===== config.mk =====
export PLATFORM = sky130hd
export DESIGN_NAME = tbt_memory_map
export DESIGN_NICKNAME = d
export VERILOG_FILES = /design/src/include/tbt_pkg.sv /design/src/design/tbt_memory_map.sv /design/src/design/tbt_shift.sv
export SDC_FILE = /design/constraint.sdc
export NUM_CORES = 2
export LEC_CHECK = 0
export BUFFER_PORTS_ARGS = -buffer_cell sky130_fd_sc_hd__buf_2
export CELL_PAD_IN_SITES_DETAIL_PLACEMENT = 1
export CELL_PAD_IN_SITES_GLOBAL_PLACEMENT = 1
export CORE_MARGIN = 8
export CORE_UTILIZATION = 53
export CTS_BUF_LIST = sky130_fd_sc_hd__clkbuf_2
export CTS_CLUSTER_SIZE = 20
export DETAILED_ROUTE_END_ITERATION = 10
export GPL_TIMING_DRIVEN = 0
export PLACE_DENSITY = 0.9
export SYNTH_ARGS = -nofsm -noshare
export SYNTH_HDL_FRONTEND = slang
export SYNTH_SLANG_ARGS = --single-unit

===== constraint.sdc =====
create_clock -name clock -period 53.5 [get_ports clock]
set_input_delay 2.675 -clock clock [delete_from_list [all_inputs] [get_ports clock]]
set_output_delay 2.675 -clock clock [all_outputs]
set_load 0.03 [all_outputs]

===== src/include/tbt_pkg.sv =====
// constants, commands and types shared by the battery tag memory map
package tbt_pkg;

    // ------------------------------------------------------------------
    // geometry
    // ------------------------------------------------------------------
    localparam int BYTE_W         = 8;
    localparam int PAGE_BYTES     = 32;
    localparam int NUM_PAGES      = 5;
    localparam int SCR_BYTES      = 96;
    localparam int NUM_COPY_PAGES = 3;
    localparam int PG_ONE         = 0;
    localparam int PG_TWO         = 1;
    localparam int PG_THREE       = 2;

    // ------------------------------------------------------------------
    // addresses
    // ------------------------------------------------------------------
    localparam logic [7:0] ADDR_P1_LAST      = 8'h17;
    localparam logic [7:0] ADDR_P2_FIRST     = 8'h20;
    localparam logic [7:0] ADDR_P2_LAST      = 8'h27;
    localparam logic [7:0] ADDR_P3_FIRST     = 8'h40;
    localparam logic [7:0] ADDR_SCR_END      = 8'h5F;
    localparam logic [7:0] ADDR_TEMP_HALF    = 8'h60;
    localparam logic [7:0] ADDR_TEMP_SIGNED  = 8'h61;
    localparam logic [7:0] ADDR_STAT_LO      = 8'h62;
    localparam logic [7:0] ADDR_STAT_HI      = 8'h63;
    localparam logic [7:0] ADDR_ID_LO        = 8'h80;
    localparam logic [7:0] ADDR_ID_HI        = 8'h81;
    localparam logic [7:0] ADDR_CYC_LO       = 8'h82;
    localparam logic [7:0] ADDR_CYC_HI       = 8'h83;

    // ------------------------------------------------------------------
    // commands
    // ------------------------------------------------------------------
    localparam logic [7:0] CMD_RD_SCR   = 8'h11;
    localparam logic [7:0] CMD_WR_SCR   = 8'h17;
    localparam logic [7:0] CMD_CP_SP1   = 8'h22;
    localparam logic [7:0] CMD_CP_SP2   = 8'h25;
    localparam logic [7:0] CMD_CP_SP3   = 8'h28;
    localparam logic [7:0] CMD_LD_SP1   = 8'h71;
    localparam logic [7:0] CMD_LD_SP2   = 8'h77;
    localparam logic [7:0] CMD_LD_SP3   = 8'h7A;
    localparam logic [7:0] CMD_LOCK     = 8'h43;
    localparam logic [7:0] CMD_UNLOCK   = 8'h44;
    localparam logic [7:0] CMD_CONVERT  = 8'hD2;
    localparam logic [7:0] CMD_RD_REGS  = 8'hB2;
    localparam logic [7:0] CMD_CYC_INC  = 8'hB5;
    localparam logic [7:0] CMD_CYC_CLR  = 8'hB8;

    // ------------------------------------------------------------------
    // status byte, values, timing
    // ------------------------------------------------------------------
    localparam int STAT_BUSY_BIT = 0;
    localparam int STAT_NVB_BIT  = 1;
    localparam int STAT_LOCK_BIT = 2;

    localparam logic [7:0]  BYTE_ONES  = 8'hFF;
    localparam logic [7:0]  BYTE_ZERO  = 8'h00;
    localparam logic [15:0] CYC_ZERO   = 16'h0000;
    localparam logic [15:0] CYC_STEP   = 16'h0001;
    localparam logic [2:0]  BIT_LAST   = 3'h7;
    localparam logic [2:0]  BIT_STEP   = 3'h1;
    localparam logic [2:0]  BIT_FIRST  = 3'h0;
    // arbitrary neutral identity value
    localparam logic [15:0] ID_CODE_DEF = 16'h5A3C;

    localparam int CLK_MHZ           = 100;
    localparam int NV_COPY_MS        = 10;
    localparam int NV_COPY_CYCLES_DEF = NV_COPY_MS * 1000 * CLK_MHZ;

    typedef enum logic [2:0] {ST_CMD, ST_ADDR, ST_WRITE, ST_READ, ST_HOLD} tbt_state_type;

    // true where a scratchpad byte really exists
    function automatic logic scr_ok(input logic [7:0] a);
        return (a <= ADDR_P1_LAST) || ((a >= ADDR_P2_FIRST) && (a <= ADDR_P2_LAST)) ||
               ((a >= ADDR_P3_FIRST) && (a <= ADDR_SCR_END));
    endfunction

endpackage


===== src/design/tbt_memory_map.sv =====
// battery tag memory map: command decode, scratchpads, backing stores, registers
//
// Behaviour
// RULE_01: bytes move least significant bit first
// RULE_02: five pages of 32 byte addresses
// RULE_03: page one holds 24 bytes 00h-17h
// RULE_04: page two holds 8 bytes 20h-27h
// RULE_05: page three: 32 scratch bytes plus volatile store
// RULE_06: writes hit scratchpad; copy command moves data
// RULE_07: scratch and backing share one byte layout
// RULE_08: lock blocks copies into page one store
// RULE_09: page four holds temperature and status
// RULE_10: page five holds identity and cycle count
// RULE_11: each conversion fills both held result registers
// RULE_12: 60h unsigned, half degree steps
// RULE_13: 61h signed, one degree steps
// RULE_14: busy flag high during conversion, low after
// RULE_15: reads past region end return all ones
// RULE_16: page three at 40h, page four at 60h
`timescale 1ns/1ns
module tbt_memory_map #(
    parameter int          NV_COPY_CYCLES = tbt_pkg::NV_COPY_CYCLES_DEF,
    parameter logic [15:0] ID_CODE        = tbt_pkg::ID_CODE_DEF
) (
    input  wire logic                        clock,
    input  wire logic                        rst,
    input  wire logic                        ce,
    input  wire logic                        frame_start,
    input  wire logic                        bit_stb,
    input  wire logic                        dq_in,
    output logic                             dq_out,
    output logic                             dq_oe_n,
    output logic                             temp_start,
    input  wire logic                        temp_done,
    input  wire logic [tbt_pkg::BYTE_W-1:0]  temp_half_in,
    input  wire logic [tbt_pkg::BYTE_W-1:0]  temp_signed_in,
    output logic                             nv_busy
);
    import tbt_pkg::*;

    localparam int NVC_W = $clog2(NV_COPY_CYCLES + 1);

    // ------------------------------------------------------------------
    // state
    // ------------------------------------------------------------------
    tbt_state_type       state_ff;
    tbt_state_type       nxt_state;
    logic [7:0]          ptr_ff;
    logic                past_ff;
    logic                regs_mode_ff;
    logic                write_mode_ff;
    logic                lock_ff;
    logic                tb_ff;
    logic                temp_start_ff;
    logic                dq_oe_n_ff;
    logic                nv_busy_ff;
    logic [NVC_W-1:0]    nv_cnt_ff;
    logic [NVC_W-1:0]    nxt_nv_cnt;
    logic [7:0]          temp_half_ff;
    logic [7:0]          temp_signed_ff;
    logic [15:0]         cyc_ff;
    logic [7:0]          scratch_ff [SCR_BYTES];
    logic [7:0]          back_ff    [SCR_BYTES];
    logic [7:0]          status_byte;
    logic [7:0]          reg_q;
    logic [7:0]          rx_byte;
    logic                rx_done;

    // ------------------------------------------------------------------
    // byte shifter
    // ------------------------------------------------------------------
    wire        got       = rx_done;
    wire        in_read   = (state_ff == ST_READ);
    wire [7:0]  look_addr = (state_ff == ST_ADDR) ? rx_byte : ptr_ff + 8'h01;
    wire [7:0]  reg_end   = ptr_ff[7] ? ADDR_CYC_HI : ADDR_STAT_HI;
    wire [7:0]  region_end = regs_mode_ff ? reg_end : ADDR_SCR_END;
    wire        at_end    = past_ff || (ptr_ff == region_end);
    wire        look_past = in_read && at_end;
    wire [7:0]  scr_q     = scr_ok(look_addr) ? scratch_ff[look_addr[6:0]] : BYTE_ONES;
    wire [7:0]  look_byte = look_past ? BYTE_ONES :               // [RULE_15]
                            (regs_mode_ff ? reg_q : scr_q);
    wire        load      = got && ((state_ff == ST_ADDR && !write_mode_ff) || in_read);

    tbt_shift u_shift (
        .clock       (clock),
        .rst         (rst),
        .ce          (ce),
        .frame_start (frame_start),
        .bit_stb     (bit_stb),
        .bit_in      (dq_in),
        .load        (load),
        .load_byte   (look_byte),
        .rx_byte     (rx_byte),
        .rx_done     (rx_done),
        .tx_bit      (dq_out)
    );

    // ------------------------------------------------------------------
    // command decode
    // ------------------------------------------------------------------
    wire cmd_go    = (state_ff == ST_CMD) && got;
    wire is_rd_scr = cmd_go && (rx_byte == CMD_RD_SCR);
    wire is_wr_scr = cmd_go && (rx_byte == CMD_WR_SCR);
    wire is_rd_reg = cmd_go && (rx_byte == CMD_RD_REGS);
    wire is_conv   = cmd_go && (rx_byte == CMD_CONVERT);
    wire is_lock   = cmd_go && (rx_byte == CMD_LOCK);
    wire is_unlock = cmd_go && (rx_byte == CMD_UNLOCK);
    wire is_inc    = cmd_go && (rx_byte == CMD_CYC_INC);
    wire is_clr    = cmd_go && (rx_byte == CMD_CYC_CLR);
    wire has_addr  = is_rd_scr || is_wr_scr || is_rd_reg;

    // copies to the nonvolatile pages are refused while one is still running
    logic [NUM_COPY_PAGES-1:0] cp_back;
    logic [NUM_COPY_PAGES-1:0] cp_scr;
    assign cp_back[PG_ONE]   = cmd_go && (rx_byte == CMD_CP_SP1) && !nv_busy_ff && !lock_ff; // [RULE_08]
    assign cp_back[PG_TWO]   = cmd_go && (rx_byte == CMD_CP_SP2) && !nv_busy_ff; // [RULE_06]
    assign cp_back[PG_THREE] = cmd_go && (rx_byte == CMD_CP_SP3); // [RULE_05]
    assign cp_scr[PG_ONE]    = cmd_go && (rx_byte == CMD_LD_SP1);
    assign cp_scr[PG_TWO]    = cmd_go && (rx_byte == CMD_LD_SP2);
    assign cp_scr[PG_THREE]  = cmd_go && (rx_byte == CMD_LD_SP3);
    wire nv_start = cp_back[PG_ONE] || cp_back[PG_TWO];

    // reserved scratch bytes and anything past the scratch space are never written
    wire wr_en = (state_ff == ST_WRITE) && got && !past_ff && scr_ok(ptr_ff); // [RULE_02] [RULE_04]

    always_comb begin
        nxt_state = state_ff;
        case (state_ff)
            ST_CMD:   if (got) nxt_state = has_addr ? ST_ADDR : ST_HOLD;
            ST_ADDR:  if (got) nxt_state = write_mode_ff ? ST_WRITE : ST_READ;
            ST_WRITE: nxt_state = ST_WRITE;
            ST_READ:  nxt_state = ST_READ;
            ST_HOLD:  nxt_state = ST_HOLD;
            default:  nxt_state = ST_HOLD;
        endcase
        if (frame_start) nxt_state = ST_CMD;
    end

    // ------------------------------------------------------------------
    // page four and five read mux
    // ------------------------------------------------------------------
    always_comb begin
        status_byte = BYTE_ZERO;
        status_byte[STAT_BUSY_BIT] = tb_ff; // [RULE_14]
        status_byte[STAT_NVB_BIT]  = nv_busy_ff;
        status_byte[STAT_LOCK_BIT] = lock_ff;
    end

    always_comb begin
        case (look_addr) // [RULE_09] [RULE_10] [RULE_16]
            ADDR_TEMP_HALF:   reg_q = temp_half_ff;
            ADDR_TEMP_SIGNED: reg_q = temp_signed_ff;
            ADDR_STAT_LO:     reg_q = status_byte;
            ADDR_STAT_HI:     reg_q = BYTE_ZERO;
            ADDR_ID_LO:       reg_q = ID_CODE[7:0];
            ADDR_ID_HI:       reg_q = ID_CODE[15:8];
            ADDR_CYC_LO:      reg_q = cyc_ff[7:0];
            ADDR_CYC_HI:      reg_q = cyc_ff[15:8];
            default:          reg_q = BYTE_ONES;
        endcase
    end

    // ------------------------------------------------------------------
    // transaction state
    // ------------------------------------------------------------------
    always_ff @(posedge clock or posedge rst) begin
        if (rst) begin
            state_ff      <= ST_HOLD;
            ptr_ff        <= BYTE_ZERO;
            past_ff       <= 1'b0;
            regs_mode_ff  <= 1'b0;
            write_mode_ff <= 1'b0;
            dq_oe_n_ff    <= 1'b1;
        end else if (ce) begin
            state_ff   <= nxt_state;
            dq_oe_n_ff <= (nxt_state != ST_READ);
            if (is_rd_scr || is_wr_scr || is_rd_reg) begin
                regs_mode_ff  <= is_rd_reg;
                write_mode_ff <= is_wr_scr;
                past_ff       <= 1'b0;
            end
            if (got && state_ff == ST_ADDR) begin
                ptr_ff <= rx_byte;
            end else if (got && (state_ff == ST_WRITE || in_read)) begin
                ptr_ff  <= ptr_ff + 8'h01;
                past_ff <= at_end; // [RULE_15]
            end
        end
    end

    // ------------------------------------------------------------------
    // scratchpad and backing store, one entry per byte address
    // ------------------------------------------------------------------
    for (genvar gi = 0; gi < SCR_BYTES; gi++) begin : g_entry
        localparam int PG = gi / PAGE_BYTES;
        wire hit = wr_en && (ptr_ff[6:0] == 7'(gi));
        always_ff @(posedge clock or posedge rst) begin
            if (rst) begin
                scratch_ff[gi] <= BYTE_ZERO;
                back_ff[gi]    <= BYTE_ZERO;
            end else if (ce) begin
                if (hit) begin
                    scratch_ff[gi] <= rx_byte; // [RULE_03] [RULE_04] [RULE_05]
                end else if (cp_scr[PG]) begin
                    scratch_ff[gi] <= back_ff[gi];
                end
                if (cp_back[PG]) begin
                    back_ff[gi] <= scratch_ff[gi]; // [RULE_06] [RULE_07]
                end
            end
        end
    end

    // ------------------------------------------------------------------
    // lock, nonvolatile busy, temperature, cycle counter
    // ------------------------------------------------------------------
    assign nxt_nv_cnt = nv_start ? NVC_W'(NV_COPY_CYCLES) :
                        (nv_cnt_ff != '0) ? nv_cnt_ff - NVC_W'(1) : nv_cnt_ff;

    always_ff @(posedge clock or posedge rst) begin
        if (rst) begin
            lock_ff        <= 1'b0;
            nv_cnt_ff      <= '0;
            nv_busy_ff     <= 1'b0;
            tb_ff          <= 1'b0;
            temp_start_ff  <= 1'b0;
            temp_half_ff   <= BYTE_ZERO;
            temp_signed_ff <= BYTE_ZERO;
            cyc_ff         <= CYC_ZERO;
        end else if (ce) begin
            if (is_lock) lock_ff <= 1'b1; // [RULE_08]
            else if (is_unlock) lock_ff <= 1'b0;
            nv_cnt_ff     <= nxt_nv_cnt;
            nv_busy_ff    <= (nxt_nv_cnt != '0);
            temp_start_ff <= is_conv;
            // a new start beats a completion in the same cycle
            if (is_conv) tb_ff <= 1'b1; // [RULE_14]
            else if (temp_done) tb_ff <= 1'b0;
            if (temp_done) begin
                temp_half_ff   <= temp_half_in;   // [RULE_11] [RULE_12]
                temp_signed_ff <= temp_signed_in; // [RULE_11] [RULE_13]
            end
            if (is_clr) cyc_ff <= CYC_ZERO; // [RULE_10]
            else if (is_inc) cyc_ff <= cyc_ff + CYC_STEP;
        end
    end

    assign dq_oe_n    = dq_oe_n_ff;
    assign temp_start = temp_start_ff;
    assign nv_busy    = nv_busy_ff;
endmodule // tbt_memory_map


===== src/design/tbt_shift.sv =====
// byte shifter for the serial data pin, least significant bit first
`timescale 1ns/1ns
module tbt_shift (
    input  wire logic              clock,
    input  wire logic              rst,
    input  wire logic              ce,
    input  wire logic              frame_start,
    input  wire logic              bit_stb,
    input  wire logic              bit_in,
    input  wire logic              load,
    input  wire logic [7:0]        load_byte,
    output logic      [7:0]        rx_byte,
    output logic                   rx_done,
    output logic                   tx_bit
);
    import tbt_pkg::*;

    logic [7:0] sr_ff;
    logic [2:0] cnt_ff;
    logic       done_ff;
    wire        last_bit = (cnt_ff == BIT_LAST);

    always_ff @(posedge clock or posedge rst) begin
        if (rst) begin
            sr_ff   <= BYTE_ZERO;
            cnt_ff  <= BIT_FIRST;
            done_ff <= 1'b0;
        end else if (ce) begin
            done_ff <= 1'b0;
            if (frame_start) begin
                cnt_ff <= BIT_FIRST;
            end else if (load) begin
                sr_ff <= load_byte;
            end else if (bit_stb) begin
                sr_ff   <= {bit_in, sr_ff[7:1]}; // [RULE_01]
                cnt_ff  <= cnt_ff + BIT_STEP;
                done_ff <= last_bit;
            end
        end
    end

    assign rx_byte = sr_ff;
    assign rx_done = done_ff;
    assign tx_bit  = sr_ff[0]; // [RULE_01]

endmodule // tbt_shift


[Word level (Yosys, flattened, before mapping)]
Index checks and enable logic that the tools add are counted.
Widths: inputs -> output; s select.
Operators by class
  add/sub/neg operators: 4
  order comparisons: 11
  equal/unequal tests: 124
  mux-type cells: 229
  bitwise logic cells: 2
  reduce and logical (&&, ||, !) cells: 353
Operators with widths (count)
  $mux 8: 204
  $eq 7x6->1 const B: 32
  $eq 7x7->1 const B: 32
  $reduce_and 2->1: 105
  $reduce_bool 2->1: 102
  $logic_and 1x1->1: 126
  $eq 7x5->1 const B: 16
  $eq 8x7->1 const B: 9
  $eq 8x8->1 const B: 8
  $pmux 8 s8: 1
  $bmux 8 s7: 1
  $eq 7x4->1 const B: 8
  $mux 20: 2
  $reduce_bool 20->1: 2
  $mux 16: 2
  $eq 7x3->1 const B: 4
  $eq 8x6->1 const B: 3
  $mux 3: 7
  $sub 20x1->20 const B: 1
  $add 16x1->16 const B: 1
  $eq 8x5->1 const B: 2
  $ge 8x6->1 const B: 2
  $ge 8x7->1 const B: 2
  $le 8x5->1 const B: 2
  22 further kinds: 49
Storage, ports and cells
  register bits: 1619
  input port bits: 23
  output and inout bits: 4
  word-level logic and storage cells: 932

[Logic depth before layout (Yosys ltp)]
  word-level depth: 10
  depth in mapped cells: 15
  depth with buffers taken out: 10

[Modules after synthesis]
A second synthesis with hierarchy kept.
Second synthesis, totals
  cells, all modules: 6364
  area total of the unflattened synthesis: 65587.9 sq um
By module, submodules not included
  tbt_memory_map: instances 1, cells an instance 6320, area each 64963.6 sq um, sequential area each 36212.2 sq um
  tbt_shift: instances 1, cells an instance 44, area each 624.3 sq um, sequential area each 300.3 sq um

[Worst setup path after synthesis]
No wires, ideal clock.
  path type: input port to flip-flop
  start point: in ce
  end point: reg u_shift.sr_ff[7], in the netlist u_shift.rx_byte[7]
  library setup time: 0.067 ns
  arrival: 4.533 ns
  required time: 53.433 ns
  path slack: 48.899 ns
  cell stages on the path: 9
  buffers on the path: 1
  cells stage by stage: inv_1 -> clkbuf_1 -> nor2_1 -> o21ai_1 -> nor2_1 -> o211ai_1 -> or4_1 -> a32oi_1 -> a221o_1
On the way
  longest elaborated chain between the ends: 1
Ends and longest elaborated chain
  start, declared: line tbt_memory_map.sv:27  | input wire logic ce,
  $reduce_and 3->1 (no source line)
  end signal, assigned: line tbt_shift.sv:33  | sr_ff <= load_byte;
  end signal, assigned: line tbt_shift.sv:35  | sr_ff <= {bit_in, sr_ff[7:1]};
  end, declared: line tbt_shift.sv:18  | logic [7:0] sr_ff;
Every way passes these cells.
A chain may end at the register's enable or synchronous reset.

[Worst setup path after layout]
  start point: reg ptr_ff[0]
  end point: reg u_shift.sr_ff[5], in the netlist u_shift.rx_byte[5]
On the way
  longest elaborated chain between the ends: 10
  elaborated cells between the ends (all ways): 31
  those cells by class: add/sub: 1; order compare: 5; eq/ne: 9; mux: 9; bitwise: 1; reduce/logical: 6
Ends and longest elaborated chain
  start, declared: line tbt_memory_map.sv:48  | logic [7:0] ptr_ff;
  start signal, assigned: line tbt_memory_map.sv:183  | ptr_ff <= rx_byte;
  start signal, assigned: line tbt_memory_map.sv:185  | ptr_ff <= ptr_ff + 8'h01;
  $add 8x1->8: line tbt_memory_map.sv:74  | wire [7:0] look_addr = (state_ff == ST_ADDR) ? rx_byte : ptr_ff + 8'h01;
  $mux 8: line tbt_memory_map.sv:74
  $not 7->8 (implied by the code) (tied with other cells): line tbt_memory_map.sv:79  | wire [7:0] scr_q = scr_ok(look_addr) ? scratch_ff[look_addr[6:0]] : BYTE_ONES;
  $bmux 8 s7 / $logic_and 1x1->1 (equally long branches): line tbt_memory_map.sv:79, tbt_pkg.sv:76
  $mux 8 (implied by the code) / $logic_or 1x1->1 (equally long branches) (2 in series): line tbt_memory_map.sv:79, tbt_pkg.sv:76
  $mux 8: line tbt_memory_map.sv:79
  $mux 8: line tbt_memory_map.sv:81  | (regs_mode_ff ? reg_q : scr_q);
  $mux 8 (*): line tbt_memory_map.sv:80  | wire [7:0] look_byte = look_past ? BYTE_ONES :
  $mux 8 (*): line tbt_shift.sv:32  | end else if (load) begin
Mark *: on every way between the ends. The rest lies on a longest branch, timed or not. The select of a mux whose other input is x is not followed.

==> impl_metrics.ini <==
[global_routing]
antenna_found_initial = 26
overflow = 0
grt_pass1_wl_um = 437000
grt_max_degree = 139
grt_pass1_vias = 63900
gr-usage-all-layers_pct = 43.4

[timing]
setup_violations = 0
rsz0062_at_grt = no
period_share_pct = 17.2
fin_ws_ns = 44.30
fin_skew_ns = 0.224
relSlewSlack_pct = -14.7
min_period_ns = 9.20
fmax_mhz = 109
final.setup.tns_ns = 0
worst_pin_slew_ns = 1.72
hold_viol = 0
drv_slew = 160

[setup_path]
regToRegEndpoint = u_shift.rx_byte[5]$_DFFE_PP0P_
critical_path.top_delay_family = buffers and inverters
r2r_start = ptr_ff[0]$_DFFE_PP0P_
setup.worst_path.class = flip-flop to flip-flop
cp-start-kind = flip-flop
critical_path.cell_chain = inv_1 -> clkbuf_1 -> clkbuf_1 -> ha_1 -> mux2_2 -> clkbuf_1 -> clkbuf_1 -> clkbuf_1 -> a31oi_1 -> o21bai_1 -> o2111ai_1 -> o31a_1 -> a211o_1
reg2reg_depth = 13
critPathMaxStageDelay_ns = 1.33
r2r_setup_slack_ns = 44.30
arrival_ns = 10.93
cpMostUsedCell = clkbuf_1
critPathMaxFanout = 11
end_kind = flip-flop
slowest_stage = clkbuf_1
worstPathRequired_ns = 55.23
path_buf_inv = 6

[floorplanning]
placementRows = 129
coreArea_um2 = 124000
die_h_um = 369
die-area_um2 = 136000
dieWidth_um = 369
start_util_pct = 53.5
pin_count = 27

[flow_run]
max_cap_viol_count = 15

[cells_and_area]
layout-drive-gt1-share_pct = 22.9
fin_cells = 8532
syn2layout_area_growth_pct = 8.91
final_nets = 6643

[worst_hold_path]
hold_depth = 2
holdCritPathClass = flip-flop to flip-flop
min_to = scratch_ff[284]$_DFFE_PP0P_
hp-start = back_ff[284]$_DFFE_PP0P_

[yosys]
avgSynthCellArea_um2 = 10.7
ys_async_sr_fraction_pct = 100
syn_area_um2 = 66200
yosys_warnings = 0
synth_ff_type = dfrtp_1
synth-seq-area-share_pct = 55.8
ys_seq_elements = 1475
synth_fp_nets = 6204
synth_cells = 6172
synth.distinct_cells = 92
synth_edf_count = 0

[routing]
drc = 0
vias_per_cell = 7.22
drt-initial-drc-count = 8530
drtAntennaViolNets = 0
wl_per_cell_um = 35.5
dr.pass1.iters = 8
drt_wl_total_um = 303000
num_vias = 61600

[cts]
clock_sinks = 1475
ctsLongestPathBuffers = 4
cts_resized = 0
cts_tree = built
postCtsSetupRepairBufs = 0
insertion_delay_ns = 1.96
cts_root_buffer = clkbuf_2
cts_hold_buf = 0
clk_pin_slew_ns = 0.11
numCtsBuffers = 390
htreeDepth = 5

[place]
portBuffers = 26
dp_hpwl_um = 197000
dpl_worst_slack_ns = 45.00
dp.cells = 7853
gp_congestion = 1.05

[power_and_ir_drop]
power_leakage_nw = 35.0
p_per_area_nw_per_um2 = 30.7
ir_drop_v = 0.0000233

[run_status]
violations = capacitance limit, slew limit
status = finished, violations left
## cells by family after synthesis
kind of cell	count (synthesis)	share of synthesized area, %
AO/OA/AOI/OAI	1647	15.2
adder cells (fa/ha/maj)	9	0.170
multiplexers	896	15.3
XOR/XNOR	17	0.225
AND/OR/NAND/NOR	1603	10.0
buffers and inverters	525	3.36
flip-flops	1475	55.8
## metrics by stage
stage / hold WS, ns / utilization, % / instance area, um^2 / power [mW]
floorplan: 0.440 / - / 66200 / 1.30
global placement: 0.446 / 55.2 / 68400 / 1.41
detailed placement: 0.463 / 55.6 / 68800 / 1.42
CTS: 0.412 / 58.1 / 71900 / 2.18
global route: 0.425 / 58.2 / 72000 / 2.25
finish: 0.404 / 58.2 / 72100 / 2.21
## state kept, by name (all words and copies together) (netlist names)
signal and flops:
nv_busy 1, write_mode_ff 1, ptr_ff 8, temp_half_ff 8, u_shift.rx_byte 8, lock_ff 1
tb_ff 1, nv_cnt_ff 20, cyc_ff 16, u_shift.cnt_ff 3, temp_start 1, past_ff 1
scratch_ff 696, regs_mode_ff 1, u_shift.rx_done 1, state_ff 3, back_ff 696, dq_oe_n 1
temp_signed_ff 8
## where the power goes
part | switching (mW) | internal [mW]
combinational | 0.194 | 0.0507
sequential | 0.0321 | 1.14
clock | 0.513 | 0.279
## cells in the mapped netlist, types with 6 or more instances
cell      instances  share of area [%]
and2_1           15               0.14
nor3_1           33               0.25
clkbuf_1        280                1.6
nand4_1          22               0.21
o31ai_1           9               0.10
a221oi_1         45               0.60
a22oi_1          10               0.11
dfrtp_1        1473                 56
a32oi_1          29               0.38
o22ai_1         529                5.0
mux2i_1         112                1.7
a22o_1            6              0.079
inv_1            33               0.19
nor4_1           12               0.11
a31o_2            6              0.079
nor2_1          588                3.3
nand3_1          76               0.57
a21oi_1         659                5.0
buf_4            11               0.12
nand2b_1          8              0.076
a31oi_1          37               0.35
mux2_1           22               0.37
or3_1            20               0.19
mux2_2          746                 13
o21ai_0         112               0.85
o211ai_1         60               0.68
nor2b_1           9              0.085
and3_1           12               0.11
xor2_1           12               0.16
nand2_1         752                4.3
or4_1             9               0.10
ha_1              9               0.17
a221o_1          21               0.32
o221ai_1         29               0.38
o21ai_1           9              0.068
and4b_1           6              0.091
buf_1            57               0.32
mux4_2           10               0.34
buf_2           138                1.0
a211o_1           7              0.093
## cell type report
type,count,area (um^2)
Antenna cell,43,108
Buffer,492,2120
Clock buffer,545,2730
Clock inverter,88,399
Fill cell,13500,51700
Inverter,33,131
Multi-Input combinational cell,4172,27100
Sequential cell,1475,36900
Tap cell,1637,2050
Timing Repair Buffer,47,578
## metal layers
layer	track usage (%)	wire [um]	up-vias
met2	61.9	127000	5360
met3	19.2	41000	1862
met1	50.4	103000	31000
met4	35.7	31400	28
met5	0.0356	278	-
li1	-	-	23400
## worst register-to-register path, stage by stage (launching register included)
cell and delay (ns):
dfrtp_1 0.52, inv_1 0.15, clkbuf_1 0.75, clkbuf_1 1.07, ha_1 0.57, mux2_2 0.36
clkbuf_1 1.10, clkbuf_1 1.24, clkbuf_1 1.34, a31oi_1 0.49, o21bai_1 0.45, o2111ai_1 0.41
o31a_1 0.30, a211o_1 0.31
## worst max-delay path by stage
stage                                      from                             end  depth (start not counted)
after floorplan                             rst          back_ff[0]$_DFFE_PP0P_                          1
after CTS                 ptr_ff[0]$_DFFE_PP0P_  u_shift.rx_byte[2]$_DFFE_PP0P_                         12
final                     ptr_ff[0]$_DFFE_PP0P_  u_shift.rx_byte[5]$_DFFE_PP0P_                         13
after detailed placement  ptr_ff[0]$_DFFE_PP0P_  u_shift.rx_byte[2]$_DFFE_PP0P_                         12
after global placement                      rst        back_ff[603]$_DFFE_PP0P_                          2
after global routing      ptr_ff[0]$_DFFE_PP0P_  u_shift.rx_byte[5]$_DFFE_PP0P_                         13
## layout by cell type (no fill, tap or decap), drive strengths merged, types with 43 or more instances in the layout
cell type,count
diode,43
clkinv,84
nand2,752
buf,256
o22ai,529
o21ai,122
nand3,76
dfrtp,1473
nor2,589
clkbuf,827
mux2i,115
a221oi,49
a21oi,659
o211ai,60
mux2,771
No activity file was read; power rests on OpenSTA's default activity.
